===== src/common/pcpm_defines.svh =====
// Offsets, field positions and fixed values of the configuration tail
`ifndef PCPM_DEFINES_SVH
`define PCPM_DEFINES_SVH

// Byte offsets in configuration space
`define PCPM_OFS_INT_PIN 8'h3d
`define PCPM_OFS_MIN_GNT 8'h3e
`define PCPM_OFS_MAX_LAT 8'h3f
`define PCPM_OFS_RSVD 8'h40
`define PCPM_OFS_CAP_KIND 8'h44
`define PCPM_OFS_NEXT_CAP 8'h45
`define PCPM_OFS_PM_CAPS 8'h46

// Dword indices that hold the bytes above
`define PCPM_DW_MISC 6'h0f
`define PCPM_DW_RSVD 6'h10
`define PCPM_DW_CAP 6'h11

// Fixed byte values
`define PCPM_INT_PIN_VAL 8'h01
`define PCPM_MIN_GNT_VAL 8'h00
`define PCPM_MAX_LAT_VAL 8'h00
`define PCPM_CAP_KIND_VAL 8'h01
`define PCPM_CAP_OFF_VAL 8'h00
`define PCPM_NEXT_CAP_VAL 8'h00

// Power capabilities word fields
`define PCPM_WAKE_MASK_VAL 5'h08
`define PCPM_SECOND_SLEEP_OK 1'h0
`define PCPM_FIRST_SLEEP_OK 1'h0
`define PCPM_DYN_POWER_RPT 1'h0
`define PCPM_CAPS_RSVD_VAL 2'h0
`define PCPM_SPECIAL_INIT 1'h0
`define PCPM_AUX_POWER 1'h0
`define PCPM_WAKE_CLK 1'h0
`define PCPM_PM_VERSION 3'h0
`define PCPM_PM_CAPS_OFF 16'h0000

// Vendor control word: capability list enable position
`define PCPM_CAP_EN_BIT 20

// Minimum grant unit and its cycle count at 4 ns
`define PCPM_CLK_PERIOD_NS 4
`define PCPM_GNT_UNIT_NS 250
`define PCPM_GNT_UNIT_CYC ((`PCPM_GNT_UNIT_NS + `PCPM_CLK_PERIOD_NS - 1) / `PCPM_CLK_PERIOD_NS)

`endif


===== src/common/pcpm_pkg.sv =====
// Types shared by the configuration tail modules
package pcpm_pkg;
  typedef logic [7:0] pcpm_byte_t;
  typedef logic [5:0] pcpm_dw_t;
  typedef logic [3:0] pcpm_be_t;
  typedef logic [31:0] pcpm_word_t;
  typedef enum logic [1:0] {
    PCPM_REG_NONE,
    PCPM_REG_MISC,
    PCPM_REG_RSVD,
    PCPM_REG_CAP
  } pcpm_region_e;
endpackage


===== src/common/pcpm_req_if.sv =====
// Carrier for a captured configuration request
`timescale 1ns/1ns
interface pcpm_req_if;
  import pcpm_pkg::*;
  logic valid;
  logic we;
  pcpm_dw_t dw;
  pcpm_be_t be;
  modport src (output valid, output we, output dw, output be);
  modport dst (input valid, input we, input dw, input be);
endinterface


===== src/rtl/pcpm_cfg_capture.sv =====
// Captures one configuration cycle from the access port
`timescale 1ns/1ns
module pcpm_cfg_capture
  import pcpm_pkg::*;
(
  // Clock and reset
  input wire logic clk,
  input wire logic nrst,
  // Access port
  input wire logic cfg_req,
  input wire logic cfg_we,
  input wire pcpm_dw_t cfg_dw_addr,
  input wire pcpm_be_t cfg_be,
  // Captured request
  pcpm_req_if.src req
);
  logic valid_ff;
  logic we_ff;
  pcpm_dw_t dw_ff;
  pcpm_be_t be_ff;

  always_ff @(posedge clk)
  begin
    if (!nrst)
    begin
      valid_ff <= 1'b0;
      we_ff <= 1'b0;
      dw_ff <= 6'h00;
      be_ff <= 4'h0;
    end
    else
    begin
      valid_ff <= cfg_req;
      we_ff <= cfg_we;
      dw_ff <= cfg_dw_addr;
      be_ff <= cfg_be;
    end
  end

  assign req.valid = valid_ff;
  assign req.we = we_ff;
  assign req.dw = dw_ff;
  assign req.be = be_ff;
endmodule


===== src/rtl/pcpm_lane.sv =====
// One byte lane of read data with its claim flag
`timescale 1ns/1ns
module pcpm_lane
  import pcpm_pkg::*;
(
  // Clock and reset
  input wire logic clk,
  input wire logic nrst,
  // Lane select
  input wire logic load,
  input wire logic owned,
  input wire pcpm_byte_t value,
  // Registered result
  output pcpm_byte_t rdata,
  output logic claim
);
  pcpm_byte_t data_ff;
  logic claim_ff;
  pcpm_byte_t nxt_data;
  logic nxt_claim;

  assign nxt_data = (load && owned) ? value : 8'h00;
  assign nxt_claim = load && owned;

  always_ff @(posedge clk)
  begin
    if (!nrst)
    begin
      data_ff <= 8'h00;
      claim_ff <= 1'b0;
    end
    else
    begin
      data_ff <= nxt_data;
      claim_ff <= nxt_claim;
    end
  end

  assign rdata = data_ff;
  assign claim = claim_ff;
endmodule


===== src/rtl/pcpm_cfg_tail.sv =====
// Read-only configuration tail: interrupt pin to power capabilities word
`timescale 1ns/1ns
`include "pcpm_defines.svh"

module pcpm_cfg_tail
  import pcpm_pkg::*;
(
  // Clock and reset
  input wire logic clk,
  input wire logic nrst,
  // Configuration access port
  input wire logic cfg_req,
  input wire logic cfg_we,
  input wire pcpm_dw_t cfg_dw_addr,
  input wire pcpm_be_t cfg_be,
  input wire pcpm_word_t cfg_wdata,
  // Vendor control word from the second base address region
  input wire pcpm_word_t vendor_control_word,
  // Answer
  output logic cfg_ack,
  output pcpm_word_t cfg_rdata,
  output pcpm_be_t cfg_claim_be,
  output logic cap_list_enable
);
  pcpm_req_if req();

  pcpm_region_e region;
  logic cap_en;
  logic rd_load;
  logic [3:0] lane_owned;
  logic [3:0] lane_claim;
  pcpm_word_t region_word;
  pcpm_word_t misc_word;
  pcpm_word_t cap_word;
  pcpm_byte_t cap_kind_val;
  logic [15:0] pm_caps_full;
  logic [15:0] pm_caps_val;
  logic [3:0] misc_owned;
  logic ack_ff;
  logic cap_en_ff;
  logic unused_wdata;

  pcpm_cfg_capture u_capture (
    .clk(clk),
    .nrst(nrst),
    .cfg_req(cfg_req),
    .cfg_we(cfg_we),
    .cfg_dw_addr(cfg_dw_addr),
    .cfg_be(cfg_be),
    .req(req)
  );

  // Capability list enable from the vendor control word
  assign cap_en = vendor_control_word[`PCPM_CAP_EN_BIT];

  // Region decode
  assign region = (req.dw == `PCPM_DW_MISC) ? PCPM_REG_MISC :
                  (req.dw == `PCPM_DW_RSVD) ? PCPM_REG_RSVD :
                  (req.dw == `PCPM_DW_CAP) ? PCPM_REG_CAP : PCPM_REG_NONE;

  // Byte 3Ch belongs to the interrupt line register outside this block
  assign misc_owned = 4'he;

  // Interrupt pin, minimum grant, maximum latency
  assign misc_word = {`PCPM_MAX_LAT_VAL,
                      `PCPM_MIN_GNT_VAL,
                      `PCPM_INT_PIN_VAL,
                      8'h00};

  // Capability kind gated by the enable
  assign cap_kind_val = cap_en ? `PCPM_CAP_KIND_VAL : `PCPM_CAP_OFF_VAL;

  // Power management capabilities word
  assign pm_caps_full = {`PCPM_WAKE_MASK_VAL,
                         `PCPM_SECOND_SLEEP_OK,
                         `PCPM_FIRST_SLEEP_OK,
                         `PCPM_DYN_POWER_RPT,
                         `PCPM_CAPS_RSVD_VAL,
                         `PCPM_SPECIAL_INIT,
                         `PCPM_AUX_POWER,
                         `PCPM_WAKE_CLK,
                         `PCPM_PM_VERSION};
  assign pm_caps_val = cap_en ? pm_caps_full : `PCPM_PM_CAPS_OFF;

  assign cap_word = {pm_caps_val, `PCPM_NEXT_CAP_VAL, cap_kind_val};

  // Word and owned lanes for the addressed dword
  always_comb
  begin
    case (region)
      PCPM_REG_MISC:
      begin
        region_word = misc_word;
        lane_owned = misc_owned;
      end
      PCPM_REG_RSVD:
      begin
        region_word = 32'h0000_0000;
        lane_owned = 4'hf;
      end
      PCPM_REG_CAP:
      begin
        region_word = cap_word;
        lane_owned = 4'hf;
      end
      default:
      begin
        region_word = 32'h0000_0000;
        lane_owned = 4'h0;
      end
    endcase
  end

  // Writes are claimed and acknowledged but store nothing
  assign rd_load = req.valid && !req.we;
  assign unused_wdata = ^cfg_wdata;

  genvar gi;
  generate
    for (gi = 0; gi < 4; gi = gi + 1)
    begin : g_lane
      pcpm_lane u_lane (
        .clk(clk),
        .nrst(nrst),
        .load(req.valid),
        .owned(lane_owned[gi] && req.be[gi]),
        .value(rd_load ? region_word[gi*8 +: 8] : 8'h00),
        .rdata(cfg_rdata[gi*8 +: 8]),
        .claim(lane_claim[gi])
      );
    end
  endgenerate

  always_ff @(posedge clk)
  begin
    if (!nrst)
    begin
      ack_ff <= 1'b0;
      cap_en_ff <= 1'b0;
    end
    else
    begin
      ack_ff <= req.valid;
      cap_en_ff <= cap_en;
    end
  end

  assign cfg_ack = ack_ff;
  assign cfg_claim_be = lane_claim;
  assign cap_list_enable = cap_en_ff;
endmodule


===== config.mk =====
export PLATFORM = sky130hd
export DESIGN_NAME = pcpm_cfg_tail
export DESIGN_NICKNAME = d
export VERILOG_FILES = /design/src/common/pcpm_pkg.sv /design/src/common/pcpm_req_if.sv /design/src/rtl/pcpm_cfg_capture.sv /design/src/rtl/pcpm_lane.sv /design/src/rtl/pcpm_cfg_tail.sv
export VERILOG_INCLUDE_DIRS = /design/src /design/src/common
export SDC_FILE = /design/constraint.sdc
export NUM_CORES = 1
export LEC_CHECK = 0
export ABC_AREA = 1
export BUFFER_PORTS_ARGS = -buffer_cell sky130_fd_sc_hd__buf_2
export CORE_AREA = 2 2 59 61
export CTS_BUF_LIST = sky130_fd_sc_hd__clkbuf_4 sky130_fd_sc_hd__clkbuf_8
export DETAILED_ROUTE_END_ITERATION = 8
export DIE_AREA = 0 0 61 63
export PLACE_DENSITY = 0.78
export SYNTH_ARGS = -nofsm -noshare
export SYNTH_HDL_FRONTEND = slang
export SYNTH_SLANG_ARGS = --single-unit

===== constraint.sdc =====
create_clock -name clk -period 0.8 [get_ports clk]
set_clock_uncertainty 0.05 [all_clocks]
set_input_delay 0 -clock clk [delete_from_list [all_inputs] [get_ports clk]]
set_output_delay 0 -clock clk [all_outputs]
set_load 0.01 [all_outputs]

==> results of run 1 <==
==> sequential cells by signal, indices dropped and copies added (netlist names) <==
signal and count:
u_capture.req.we 1, u_capture.req.be 4, u_capture.req.dw 6, cfg_ack 1, g_lane.u_lane.claim 4, cap_list_enable 1
g_lane.u_lane.rdata 3, u_capture.req.valid 1
==> layout by cell type, fill, tap and decap left out, drive strengths merged <==
cell / synthesis / final
a21oi: 1 / 1
dfxtp: 21 / 21
nand3: 2 / 2
conb: 1 / 29
clkbuf: 0 / 4
nor3: 2 / 2
nor2: 9 / 9
inv: 17 / 17
nor3b: 1 / 1
buf: 34 / 27
dlygate4sd3: 0 / 13
nand2: 25 / 25
==> worst max path at each step <==
| stage | cells after the start | endpoint | slack [ns] | start |
|---|---|---|---|---|
| finish | 6 | g_lane[3].u_lane.claim | -0.17 | u_capture.req.dw[2] |
| global route | 6 | g_lane[3].u_lane.claim | -0.25 | u_capture.req.dw[2] |
| CTS | 6 | g_lane[3].u_lane.rdata[6] | -0.13 | u_capture.req.valid |
| detailed placement | 6 | g_lane[0].u_lane.rdata[0] | -0.11 | u_capture.req.valid |
| global placement | 6 | g_lane[0].u_lane.rdata[0] | -0.10 | u_capture.req.valid |
| floorplan | 6 | g_lane[0].u_lane.rdata[0] | -0.02 | u_capture.req.valid |
==> timing repair <==
item | 4_1_cts | 5_1_grt
gates cloned | 0 | 0
gates resized for setup | 3 | 5
pin swaps | 4 | 4
setup endpoints to repair | 7 | 14
hold endpoints to repair | 13 | 0
hold buffers | 13 | 0
==> worst min-delay path, cell delays in order <==
cell     delay (ns)
buf_2          0.12
nand2_1        0.07
inv_2          0.04
nand2_2        0.06
nor3_1         0.04
==> per-stage QoR <==
| step | total power [mW] | std cells | hold WS, ns |
|---|---|---|---|
| after detailed placement | 1.31 | 180 | 0.137 |
| after floorplan | 1.35 | 141 | 0.0434 |
| after CTS | 1.85 | 197 | 0.0147 |
| after global routing | 1.93 | 197 | 0.0245 |
| after global placement | 1.31 | 180 | 0.137 |
| final | 1.85 | 197 | 0.0257 |
==> cell type report <==
cell class | count | area, um2
clock buffer | 4 | 30.0
tap | 46 | 57.6
sequential | 21 | 428
inverter | 17 | 63.8
timing repair buffer | 40 | 275
multi-input combinational | 69 | 299
fill | 331 | 2080
==> cells in the mapped netlist <==
library cell	n	area (um2)
a21oi_1	1	5.00
nor2_1	9	33.8
buf_2	1	5.00
conb_1	1	3.75
inv_2	1	3.75
buf_4	33	248
nand3_1	2	10.0
nor3_1	2	10.0
nor3b_1	1	7.51
dfxtp_1	21	420
nand2_1	25	93.8
inv_1	16	60.1
==> kinds of logic (layout without fill, tap and decap cells) <==
group / after synthesis / in the layout / share of synthesized area
DFF: 21 / 21 / 0.467
AOI/OAI and AO/OA: 1 / 1 / 0.00555
and+or+nand+nor: 39 / 39 / 0.172
buffers and inverters: 51 / 61 / 0.351
other: 1 / 29 / 0.00416
==> power groups by stage <==
stage	Combinational [mW]	Sequential (mW)	Clock, mW
after floorplan	0.219	1.13	0
after global placement	0.182	1.13	0
after detailed placement	0.184	1.13	0
after CTS	0.235	1.10	0.512
after global routing	0.269	1.11	0.556
final	0.243	1.10	0.505
==> layer usage <==
metal / GRT usage / vias up
met4: 0.0815 / 0
met5: 0 / -
met1: 0.0704 / 292
met3: 0.00828 / 8
met2: 0.129 / 46
li1: - / 342
==> results.md, run 1 <==
- The run finished, with violations left.
- The final reports fail on negative setup slack.
- Entering global routing, the biggest net connects 12 pins.
- Counting cells, the worst reg-to-reg path comes to 6.
- The number of register bits inferred by synthesis is 21.
- Timing would allow up to a little over 1000 MHz.
- After detailed routing, the wire length on met1 is 532 um.
- The cell with the biggest individual delay on the critical path is dfxtp_2.
- The register-to-register setup slack is -0.17 ns.
- The number of clock buffers added by TritonCTS is 3.
- The power dissipated by switching net loads is around 430 uW.
- The number of buffers on the longest clock path is 2.
- Walking the worst path, the cells encountered are nand2_1 > nor2_2 > nand2_2 > nand2_2 > nand2_2 > nor2_1.
- The final weighted congestion of routability-driven global placement is just under 0.8.
- Routed signal wires occupy layers up through met4.
- Summed over all cells, the static leakage comes to roughly 0.64 nW.
- The average via count per standard cell is 3.49.
- Across the VDD grid, the largest voltage drop is 0.484 mV.
- The number of max-cap violations is 0.
- Dividing the final minimum period by the clock period gives 1.21.
- The largest fanout of any net on the critical path is 3.
- The die is between 60 and 70 um tall.
- The final net count is between 200 and 250.
- The cell area that synthesis handed to floorplanning was around 900 um2.
- The worst register-to-register path ends at g_lane[3].u_lane.claim.
- The startpoint identified for the worst register-to-register timing path is u_capture.req.dw[2].
- The row count is 21.
- The count of vias placed by the detailed router is 688.
- The register area share after synthesis is 0.467.
- Dividing the detail-routed wire length by the instance count gives about 7.6 um.
- The post-route DRC violation count is 0.
- The via count of the first global-routing pass is between 500 and 600.
- The share of total power dissipated in combinational logic is 0.131.
- The H-tree depth reported by CTS is 1.
- The internal power of the cells totals approximately 1.4 mW.
- The number of primary I/O pins is ~120.
- The mean cell area of the mapped netlist is about 8.0 um2.
- The clock-pin slew reported for the worst setup and hold paths after clock tree synthesis is roughly 0.1 ns.
- The smallest setup slack after layout is -0.169 ns.
- The total negative setup slack is -0.899 ns.
- The power share of the sequential group is 0.596.
- The HPWL after detailed placement is 1050 um.
- The total iterations of the first detailed-routing run is 5.
- The total global-route track usage is 0.0758.
- The switching part of the total is 0.234.
- The cell area after layout is about 1200 um2.
- The path with the worst hold slack has its endpoint at g_lane[1].u_lane.rdata[0].
- The initial utilization of the core area, before any placement, comes to 0.279.
- The startpoint identified for the worst hold timing path is nrst.
- The share of final-layout standard cells stronger than drive strength 1 is 0.325.
- The core region is 3230 um2.
- The final count of negative-setup-slack endpoints is 7.
- Summing all placed instances gives a cell area of around 970 um2.
- The power per standard cell area is ~1600 nW/um2.
- The family with the most delay on the worst path is simple AND/OR/NAND/NOR gates.
- The antenna violation net count after detailed routing is 0.
- The cell repeated most along the worst path is nand2_2.
- The number of antenna violations at the first check in global routing is 0.
- The signed area change from the synthesized netlist to the final layout is 28.1%.
- At the later pin of the worst-skew pair, clock insertion delay measures 0.29 ns.
- The final hold violation count is 0.
- The worst hold path was traced through 5 stages.
- The number of pins with negative max-slew slack in the final report is 0.
- The clock period minus worst slack is 0.969 ns.
- The final layout contains routed wiring with a total length of around 1500 um.
- The number of clock sinks seen by CTS is 21.
- The die covers between 3000 and 4000 um2.
- The total overflow left after global routing is 0.
- The number of library cell types mapped by synthesis is 12.
- Wire segments on met3 add up to 129 um in the final route.
- TritonCTS built the clock tree.
- The critical path buffer and inverter count is 0.
- The clock tree root buffer cell is clkbuf_4.
- Post-CTS timing repair inserted 0 buffers for setup.
- For this run, the number of Yosys warnings is 0.
- The setup path with the least slack is of type register to register.
- The number of antenna cells inserted is 0.
- The count of buffers added on input and output ports is 23.
- The tightest min-delay check is of the input port to register type.
- The category of the worst setup path launch point is a register.
- The detailed router finished its first iteration with 13 violations.
- At the placement stage, the worst setup path has a slack of -0.113 ns.
- The endpoint class of the critical path is a register.
- The critical path arrival is ~1.2 ns.
- The wire length on met2 is between 700 and 800 um.
- The largest stage delay on the critical path is between 0.3 and 0.4 ns.
- The required time at the worst-slack endpoint is slightly below 1 ns.
- The clock network power share is 0.273.
- Measured on the finished design, the core utilization comes to 0.357.
- The first-pass GRT wire length is approximately 2100 um.
- In the synthesized netlist, the number of instances is 113.
- Setup repair after global routing could not meet its margin everywhere.
- From left edge to right edge, the die measures roughly 61 um.
No activity file was read; power rests on OpenSTA's default activity.
==> run 2, diff against run 1 <==
--- a/config.mk
+++ b/config.mk
@@ -12,7 +12,7 @@
 export CTS_BUF_LIST = sky130_fd_sc_hd__clkbuf_4 sky130_fd_sc_hd__clkbuf_8
 export DETAILED_ROUTE_END_ITERATION = 8
 export DIE_AREA = 0 0 61 63
-export PLACE_DENSITY = 0.78
+export PLACE_DENSITY = 0.88
 export SYNTH_ARGS = -nofsm -noshare
 export SYNTH_HDL_FRONTEND = slang
 export SYNTH_SLANG_ARGS = --single-unit
==> results.md, run 2 (synthesized netlist as in run 1, its figures left out) <==
- The run finished, with violations left.
- The final reports fail on negative hold slack, negative setup slack.
- The final count of negative-setup-slack endpoints is 7 (unchanged).
- The share of final-layout standard cells stronger than drive strength 1 was 0.338 (+0.0132).
- The setup path with the least slack is of type register to register.
- The count of vias placed by the detailed router was 675 (-1.9%).
- The depth of the worst register-to-register path was 5 (-1).
- The total global-route track usage is 0.0697 (-0.00606).
- The post-DP HPWL is 1000 um (-4.7%).
- The total power is 1.82 mW (-1.5%).
- The antenna violation net count after detailed routing is 0 (unchanged).
- Leaving out fill and tap cells, the most frequent cell in the layout is conb_1.
- The number of buffers on the longest clock path is 2 (unchanged).
- The worst hold margin is -0.0960 ns (-0.122 ns).
- The cell count after placement is 178 (-1.1%).
- The clock tree root buffer cell is clkbuf_4.
- The top cell types in the final layout, fill and taps aside, are 29 x conb_1, 22 x buf_2, 21 x nand2_1.
- The smallest setup slack after layout is -0.193 ns (-0.0241 ns).
- The via count of the first global-routing pass is 504 (-9.7%).
- Setup repair after global routing could not meet its margin everywhere.
- The average via count per standard cell came to 3.43 (-1.9%).
- The signed area change from the synthesized netlist to the final layout is 29.3%.
- The largest stage delay on the critical path is 0.36 ns (about the same).
- The critical path arrival came to 1.18 ns (+0.02 ns).
- The highest ir drop seen on vdd is 0.445 mV (-8.0%).
- The number of buffers created by CTS is 3 (unchanged).
- The final net count is 230 (unchanged).
- The maximum number of pins on one net before global-route repair came to 16 (+4).
- The number of primary I/O pins is 116 (unchanged).
- The class of the worst hold path is input port to register.
- The post-route DRC violation count is 0 (unchanged).
- The row count is 21 (unchanged).
- The required time at the worst-slack endpoint came to 0.98 ns (about the same).
- The clock latency on the worst-skew pair is 0.30 ns (about the same).
- The leakage power of the design is 0.644 nW (+0.28%).
- The starting density of the core is 0.279 (unchanged).
- The number of antenna violations at the first check in global routing came to 0 (unchanged).
- The number of max-cap violations is 0 (unchanged).
- The register-to-register setup slack is -0.19 ns (-0.02 ns).
- The CTS tree is built.
- The clock-pin slew reported for the worst setup and hold paths after clock tree synthesis is 0.11 ns (about the same).
- Counting stages on the worst path, the most repeated cell is nand2_2.
- The largest fanout of any net on the critical path came to 3 (unchanged).
- Traced cell by cell, the critical path runs through nand2_2 > nor2_2 > nand2_2 > buf_4 > a21oi_2.
- The final global-route overflow total came to 0 (unchanged).
- The endpoint of the most critical setup path is g_lane[2].u_lane.claim.
- The cell area after layout is 1160 um2 (+0.98%).
- The horizontal die dimension came to 61 um (unchanged).
- The slowest stage of the critical path belongs to the cell dfxtp_2.
- The routed length per instance came to 7.60 um (-0.40%).
- The first-pass GRT wire length is 1930 um (-10%).
- The clock period minus worst slack was 0.993 ns (+0.0241 ns).
- The number of flip-flops under the largest register name is 6 (unchanged).
- The endpoint identified for the worst register-to-register timing path is g_lane[2].u_lane.claim.
- The vertical extent of the die is 63 um (unchanged).
- The endpoint class of the critical path is a register.
- The count of port buffers added during placement is 23 (unchanged).
- The cell area after placement was 957 um2 (-1.5%).
- The routed wire length is 1500 um (-0.40%).
- The non-filler instance count after layout is 197 (unchanged).
- The highest clock frequency the design can meet is 1010 MHz (-2.4%).
- The number of antenna cells inserted is 0 (unchanged).
- The floorplan die area is 3840 um2 (unchanged).
- In this run the critical register-to-register path is launched from u_capture.req.dw[2].
- The number of pins with negative max-slew slack in the final report is 0 (unchanged).
- The area of the placeable core was 3230 um2 (unchanged).
- The fraction of the cycle the final worst path needs is 1.24 (+0.0301).
- The iteration-0 DRC count of the detailed router is 6 (-7).
- The category of the worst setup path launch point is a register.
- The power per standard cell area is 1570 nW/um2 (-2.4%).
- The final hold violation count was 1 (+1).
- The H-tree depth reported by CTS is 1 (unchanged).
- The number of clock sinks seen by CTS is 21 (unchanged).
- The worst setup path startpoint is u_capture.req.dw[2].
- The quantity of hold-fixing buffers added after cts was 13 (unchanged).
- The final weighted congestion of routability-driven global placement is 0.876 (+13%).
- The total iterations of the first detailed-routing run is 4 (-1).
## run 2: cell types whose count changed in the layout (fill, tap and decap cells not counted), sizes merged
| cell | delta |
|---|---|
| clkbuf | -1 |
| clkinv | +1 |
## run 2: where the power goes
part | internal (mW) | switching, mW
combinational | 0.104 | 0.137
clock | 0.186 | 0.292
sequential | 1.09 | 0.0191
## run 2: cell type report
cell class	instances	area, um2
fill	331	2070
sequential	21	429
multi-input combinational	69	305
timing repair buffer	40	282
inverter	17	63.8
tap	46	57.6
clock buffer	3	22.5
clock inverter	1	5.00
## run 2: repair_timing
item,4_1_cts,5_1_grt
buffers inserted,0,2
resized for setup,2,9
pin swaps,0,7
endpoints found under the hold margin,15,2
endpoints found under the setup margin,8,16
## run 2: worst min-delay path by stage
stage / endpoint / cells after the start / start / slack [ns]
floorplan: u_capture.req.valid / 2 / nrst / 0.04
global placement: u_capture.req.we / 3 / cfg_we / 0.13
detailed placement: u_capture.req.dw[2] / 3 / cfg_dw_addr[2] / 0.14
CTS: cfg_ack / 3 / nrst / -0.12
global route: cfg_ack / 3 / nrst / -0.10
finish: cfg_ack / 3 / nrst / -0.1
## run 2: stage by stage
step	setup TNS (ns)	util	hold WS (ns)	setup slack (ns)
final	-0.967	0.360	-0.0960	-0.193
after global routing	-1.77	0.360	-0.105	-0.256
after CTS	-0.551	0.347	-0.119	-0.117
after detailed placement	-0.460	0.296	0.137	-0.102
after global placement	-0.261	0.296	0.134	-0.0676
after floorplan	-0.0390	-	0.0434	-0.0170
## run 2: critical path: cells and delay by family (launching register included)
family	cells	cell delay, ns
compound gates	1	0.13
flops	1	0.36
simple gates	3	0.25
buf+inv	1	0.14
## run 2: metal layers
metal	global-route usage	vias up	routed length, um	part of all wire
met1	0.0617	284	534	0.36
met4	0.0652	0	56	0.037
met3	0.0124	6	140	0.093
met5	0	-	0	0
li1	-	341	-	-
met2	0.124	44	766	0.51
==> run 3, diff against run 2 <==
--- a/config.mk
+++ b/config.mk
@@ -8,11 +8,12 @@
 export LEC_CHECK = 0
 export ABC_AREA = 1
 export BUFFER_PORTS_ARGS = -buffer_cell sky130_fd_sc_hd__buf_2
-export CORE_AREA = 2 2 59 61
+export CORE_AREA = 2 2 68 70
 export CTS_BUF_LIST = sky130_fd_sc_hd__clkbuf_4 sky130_fd_sc_hd__clkbuf_8
 export DETAILED_ROUTE_END_ITERATION = 8
-export DIE_AREA = 0 0 61 63
+export DIE_AREA = 0 0 70 72
 export PLACE_DENSITY = 0.88
 export SYNTH_ARGS = -nofsm -noshare
 export SYNTH_HDL_FRONTEND = slang
+export SYNTH_HIERARCHICAL = 1
 export SYNTH_SLANG_ARGS = --single-unit
==> results.md, run 3 <==
- The path class of the tightest hold or removal check is input port to register.
- The count of warnings emitted by yosys is 6 (+6).
- The top cell types in the final layout, fill and taps aside, are 53 x inv_1, 42 x buf_2, 33 x dfxtp_1.
- The cell with the biggest individual delay on the critical path is dfxtp_2.
- The total power is 4.55 mW (+150%).
- The final weighted congestion of routability-driven global placement is 0.725 (-17%).
- The cell area after placement came to 2050 um2 (+110%).
- The final hold violation count came to 0 (-1).
- The routed wire length was 2650 um (+77%).
- The largest stage delay on the critical path is 0.35 ns (about the same).
- The number of buffers on the longest clock path came to 2 (unchanged).
- The mean cell area of the mapped netlist came to 8.90 um2 (+12%).
- The met1 routing resource usage after global routing came to 0.119 (+0.0571).
- The number of pins with negative max-slew slack in the final report is 0 (unchanged).
- Ranked by total cell area, the synthesized netlist is headed by dfxtp_1 64%, inv_1 14%, nor2_1 8.9%, nand3_4 4.5%, nand2_1 3.9%.
- The number of antenna violations at the first check in global routing came to 0 (unchanged).
- The depth of the worst register-to-register path is 6 (+1).
- The share of final-layout standard cells stronger than drive strength 1 is 0.396 (+0.0581).
- The highest clock frequency the design can meet is 890 MHz (-12%).
- inv_1 is the most common cell in the netlist.
- The primary flip-flop cell chosen by synthesis mapping is dfxtp_1.
- The final reports fail on negative setup slack.
- The average via count per standard cell was 3.56 (+4.0%).
- The number of clock sinks seen by CTS is 50 (+140%).
- The via count of the first global-routing pass came to 1161 (+130%).
- The total global-route track usage is 0.115 (+0.0458).
- The row count is 24 (+14%).
- The number of enable-type register cells in the synthesized netlist is 0 (unchanged).
- The register area share after synthesis is 0.643 (+0.176).
- The count of port buffers added during placement is 52 (+130%).
- The required time at the worst-slack endpoint came to 0.99 ns (about the same).
- The synthesized cell area is 1560 um2 (+73%).
- The number of library cell types mapped by synthesis is 13 (+1).
- The met2 routing resource usage after global routing was 0.216 (+0.0922).
- The clock-pin slew reported for the worst setup and hold paths after clock tree synthesis is 0.09 ns (-0.02 ns).
- The smallest setup slack after layout is -0.323 ns (-0.131 ns).
- The first-pass GRT wire length was 4570 um (+140%).
- The horizontal die dimension is 70 um (+15%).
- The count of vias placed by the detailed router came to 1212 (+80%).
- In this run the critical register-to-register path is captured at g_lane[3].u_lane/rdata[6].
- The total negative setup slack is -1.80 ns (-0.837 ns).
- The number of max-cap violations is 0 (unchanged).
- The number of register bits inferred by synthesis was 50 (+140%).
- Clock tree synthesis selected as its root buffer the cell clkbuf_8.
- The library cell used most frequently in the layout, excluding fill and tap cells, is inv_1.
- The number of flip-flops under the largest register name was 32 (+26).
- The post-route DRC violation count is 0 (unchanged).
- The final global-route overflow total is 0 (unchanged).
- The worst setup path is captured at a register.
- The largest fanout of any net on the critical path is 5 (+2).
- TritonCTS built the clock tree.
- The starting density of the core came to 0.365 (+0.0866).
- The critical path arrival came to 1.31 ns (+0.13 ns).
- By count the netlist is led by 57 x inv_1, 50 x dfxtp_1, 37 x nor2_1, 16 x nand2_1, 4 x nand3_4.
- The flow ran to the end, but the final reports show violations.
- The area of the placeable core is 4260 um2 (+32%).
- The endpoint of the most critical setup path is g_lane[3].u_lane/rdata[6].
- The post-DP HPWL came to 1930 um (+93%).
- The worst setup slack before clock tree synthesis came to -0.313 ns (-0.210 ns).
- The iteration-0 DRC count of the detailed router is 20 (+14).
- The synthesized netlist cell count is 175 (+55%).
- The antenna violation net count after detailed routing is 0 (unchanged).
- The vertical extent of the die is 72 um (+14%).
- The cell repeated most along the worst path is nand3_4.
- The total iterations of the first detailed-routing run was 4 (unchanged).
- The routed length per instance was 7.80 um (+2.5%).
- The cell area after layout is 2480 um2 (+110%).
- The category of the worst setup path launch point is a register.
- The maximum number of pins on one net before global-route repair came to 19 (+3).
- The signed area change from the synthesized netlist to the final layout is 59.1%.
- The cell taking the most area after synthesis is dfxtp_1.
- The number of filler cells placed in the layout is 373 (+13%).
- met2 is the most crowded layer.
- The leakage power of the design is 1.24 nW (+93%).
- The H-tree depth reported by CTS is 2 (+1).
- The met3 capacity usage during global routing is 0.0361 (+0.0237).
- The final count of negative-setup-slack endpoints is 7 (unchanged).
- The worst setup path startpoint is u_capture/req.dw[4].
- The async set or reset register ratio after synthesis was 0 (unchanged).
- The clock period minus worst slack came to 1.12 ns (+0.131 ns).
- Setup repair after global routing could not meet its margin everywhere.
- The final net count is 365 (+59%).
- The fraction of post-synthesis cell area in the top cell type by area came to 0.643 (+0.176).
- Walking the worst path, the cells encountered are inv_2 > nor2_4 > nand3_4 > a21oi_2 > nand3_4 > nor2_1.
- The highest ir drop seen on vdd is 1.06 mV (+140%).
- The fraction of the cycle the final worst path needs was 1.40 (+0.163).
- The worst register-to-register path begins at u_capture/req.dw[4].
- The floorplan die area is 5040 um2 (+31%).
- The clock latency on the worst-skew pair is 0.30 ns (about the same).
- The utilization of the core after routing is 0.581 (+0.221).
- The number of primary I/O pins was 116 (unchanged).
- The power per standard cell area is 1840 nW/um2 (+17%).
- The register-to-register setup slack came to -0.32 ns (-0.13 ns).
- The number of antenna cells inserted is 0 (unchanged).
- The type of the worst setup path is register to register.
- The number of buffers created by CTS was 5 (+2).
[run 3: cell types whose count changed in the layout (fill, tap and decap cells not counted), sizes merged, moves of 4 or more]
cell   previous run  this run
buf              27        65
dfxtp            21        50
inv              17        57
nand2            25        17
nand3             2         6
nor2              9        39
[run 3: layout make-up]
class                           instances  area (um2)  area share
Sequential cell                        50        1020       0.412
Timing Repair Buffer                   78         551       0.222
Multi-Input combinational cell         95         513       0.207
Inverter                               57         214      0.0863
Clock buffer                            5        68.8      0.0278
Tap cell                               52        65.1      0.0262
Clock inverter                          3        45.0      0.0182
[run 3: cell families after synthesis]
kind of cell    after synthesis  share of synthesized area
buf+inv                      58                      0.145
flops                        50                      0.643
simple gates                 63                      0.201
compound gates                3                    0.00964
other cells                   1                    0.00241
[run 3: critical path: cells and delay by family (launching register included)]
kind	cells	cell delay [ns]
flops	1	0.35
buf+inv	1	0.05
compound gates	1	0.21
simple gates	4	0.40
[run 3: per-stage QoR]
stage                     hold WS [ns]  cells
after global placement           0.134    314
after CTS                       0.0458    339
after global routing            0.0653    340
after floorplan                 0.0434    203
final                           0.0473    340
after detailed placement         0.139    314
[run 3: worst min-delay path by stage]
stage                        start                   to  slack, ns  cells after the start
floorplan                     nrst  u_capture/req.dw[3]       0.04                      2
global placement         cfg_be[2]  u_capture/req.be[2]       0.13                      3
detailed placement  cfg_dw_addr[5]  u_capture/req.dw[5]       0.14                      3
CTS                           nrst  u_capture/req.dw[5]       0.05                      3
global route                  nrst  u_capture/req.dw[5]       0.07                      3
finish                        nrst  u_capture/req.dw[5]       0.05                      3
[run 3: power by group]
part | internal (mW) | switching (mW) | leakage [nW]
sequential | 2.53 | 0.0251 | 0.413
clock | 0.929 | 0.802 | 0.0504
combinational | 0.131 | 0.134 | 0.780
total | 3.59 | 0.961 | 1.24
[run 3: repair_timing]
| item | CTS | global route |
|---|---|---|
| setup endpoints to repair | 17 | 39 |
| gates resized for setup | 29 | 16 |
| hold buffers | 13 | 0 |
| hold endpoints to repair | 14 | 0 |
| buffers inserted | 4 | 1 |
| pin swaps | 6 | 1 |
[run 3: metal layers]
layer	vias up	part of all wire
met5	-	0
met4	0	0.020
met3	7	0.062
met2	36	0.51
met1	498	0.41
li1	671	-
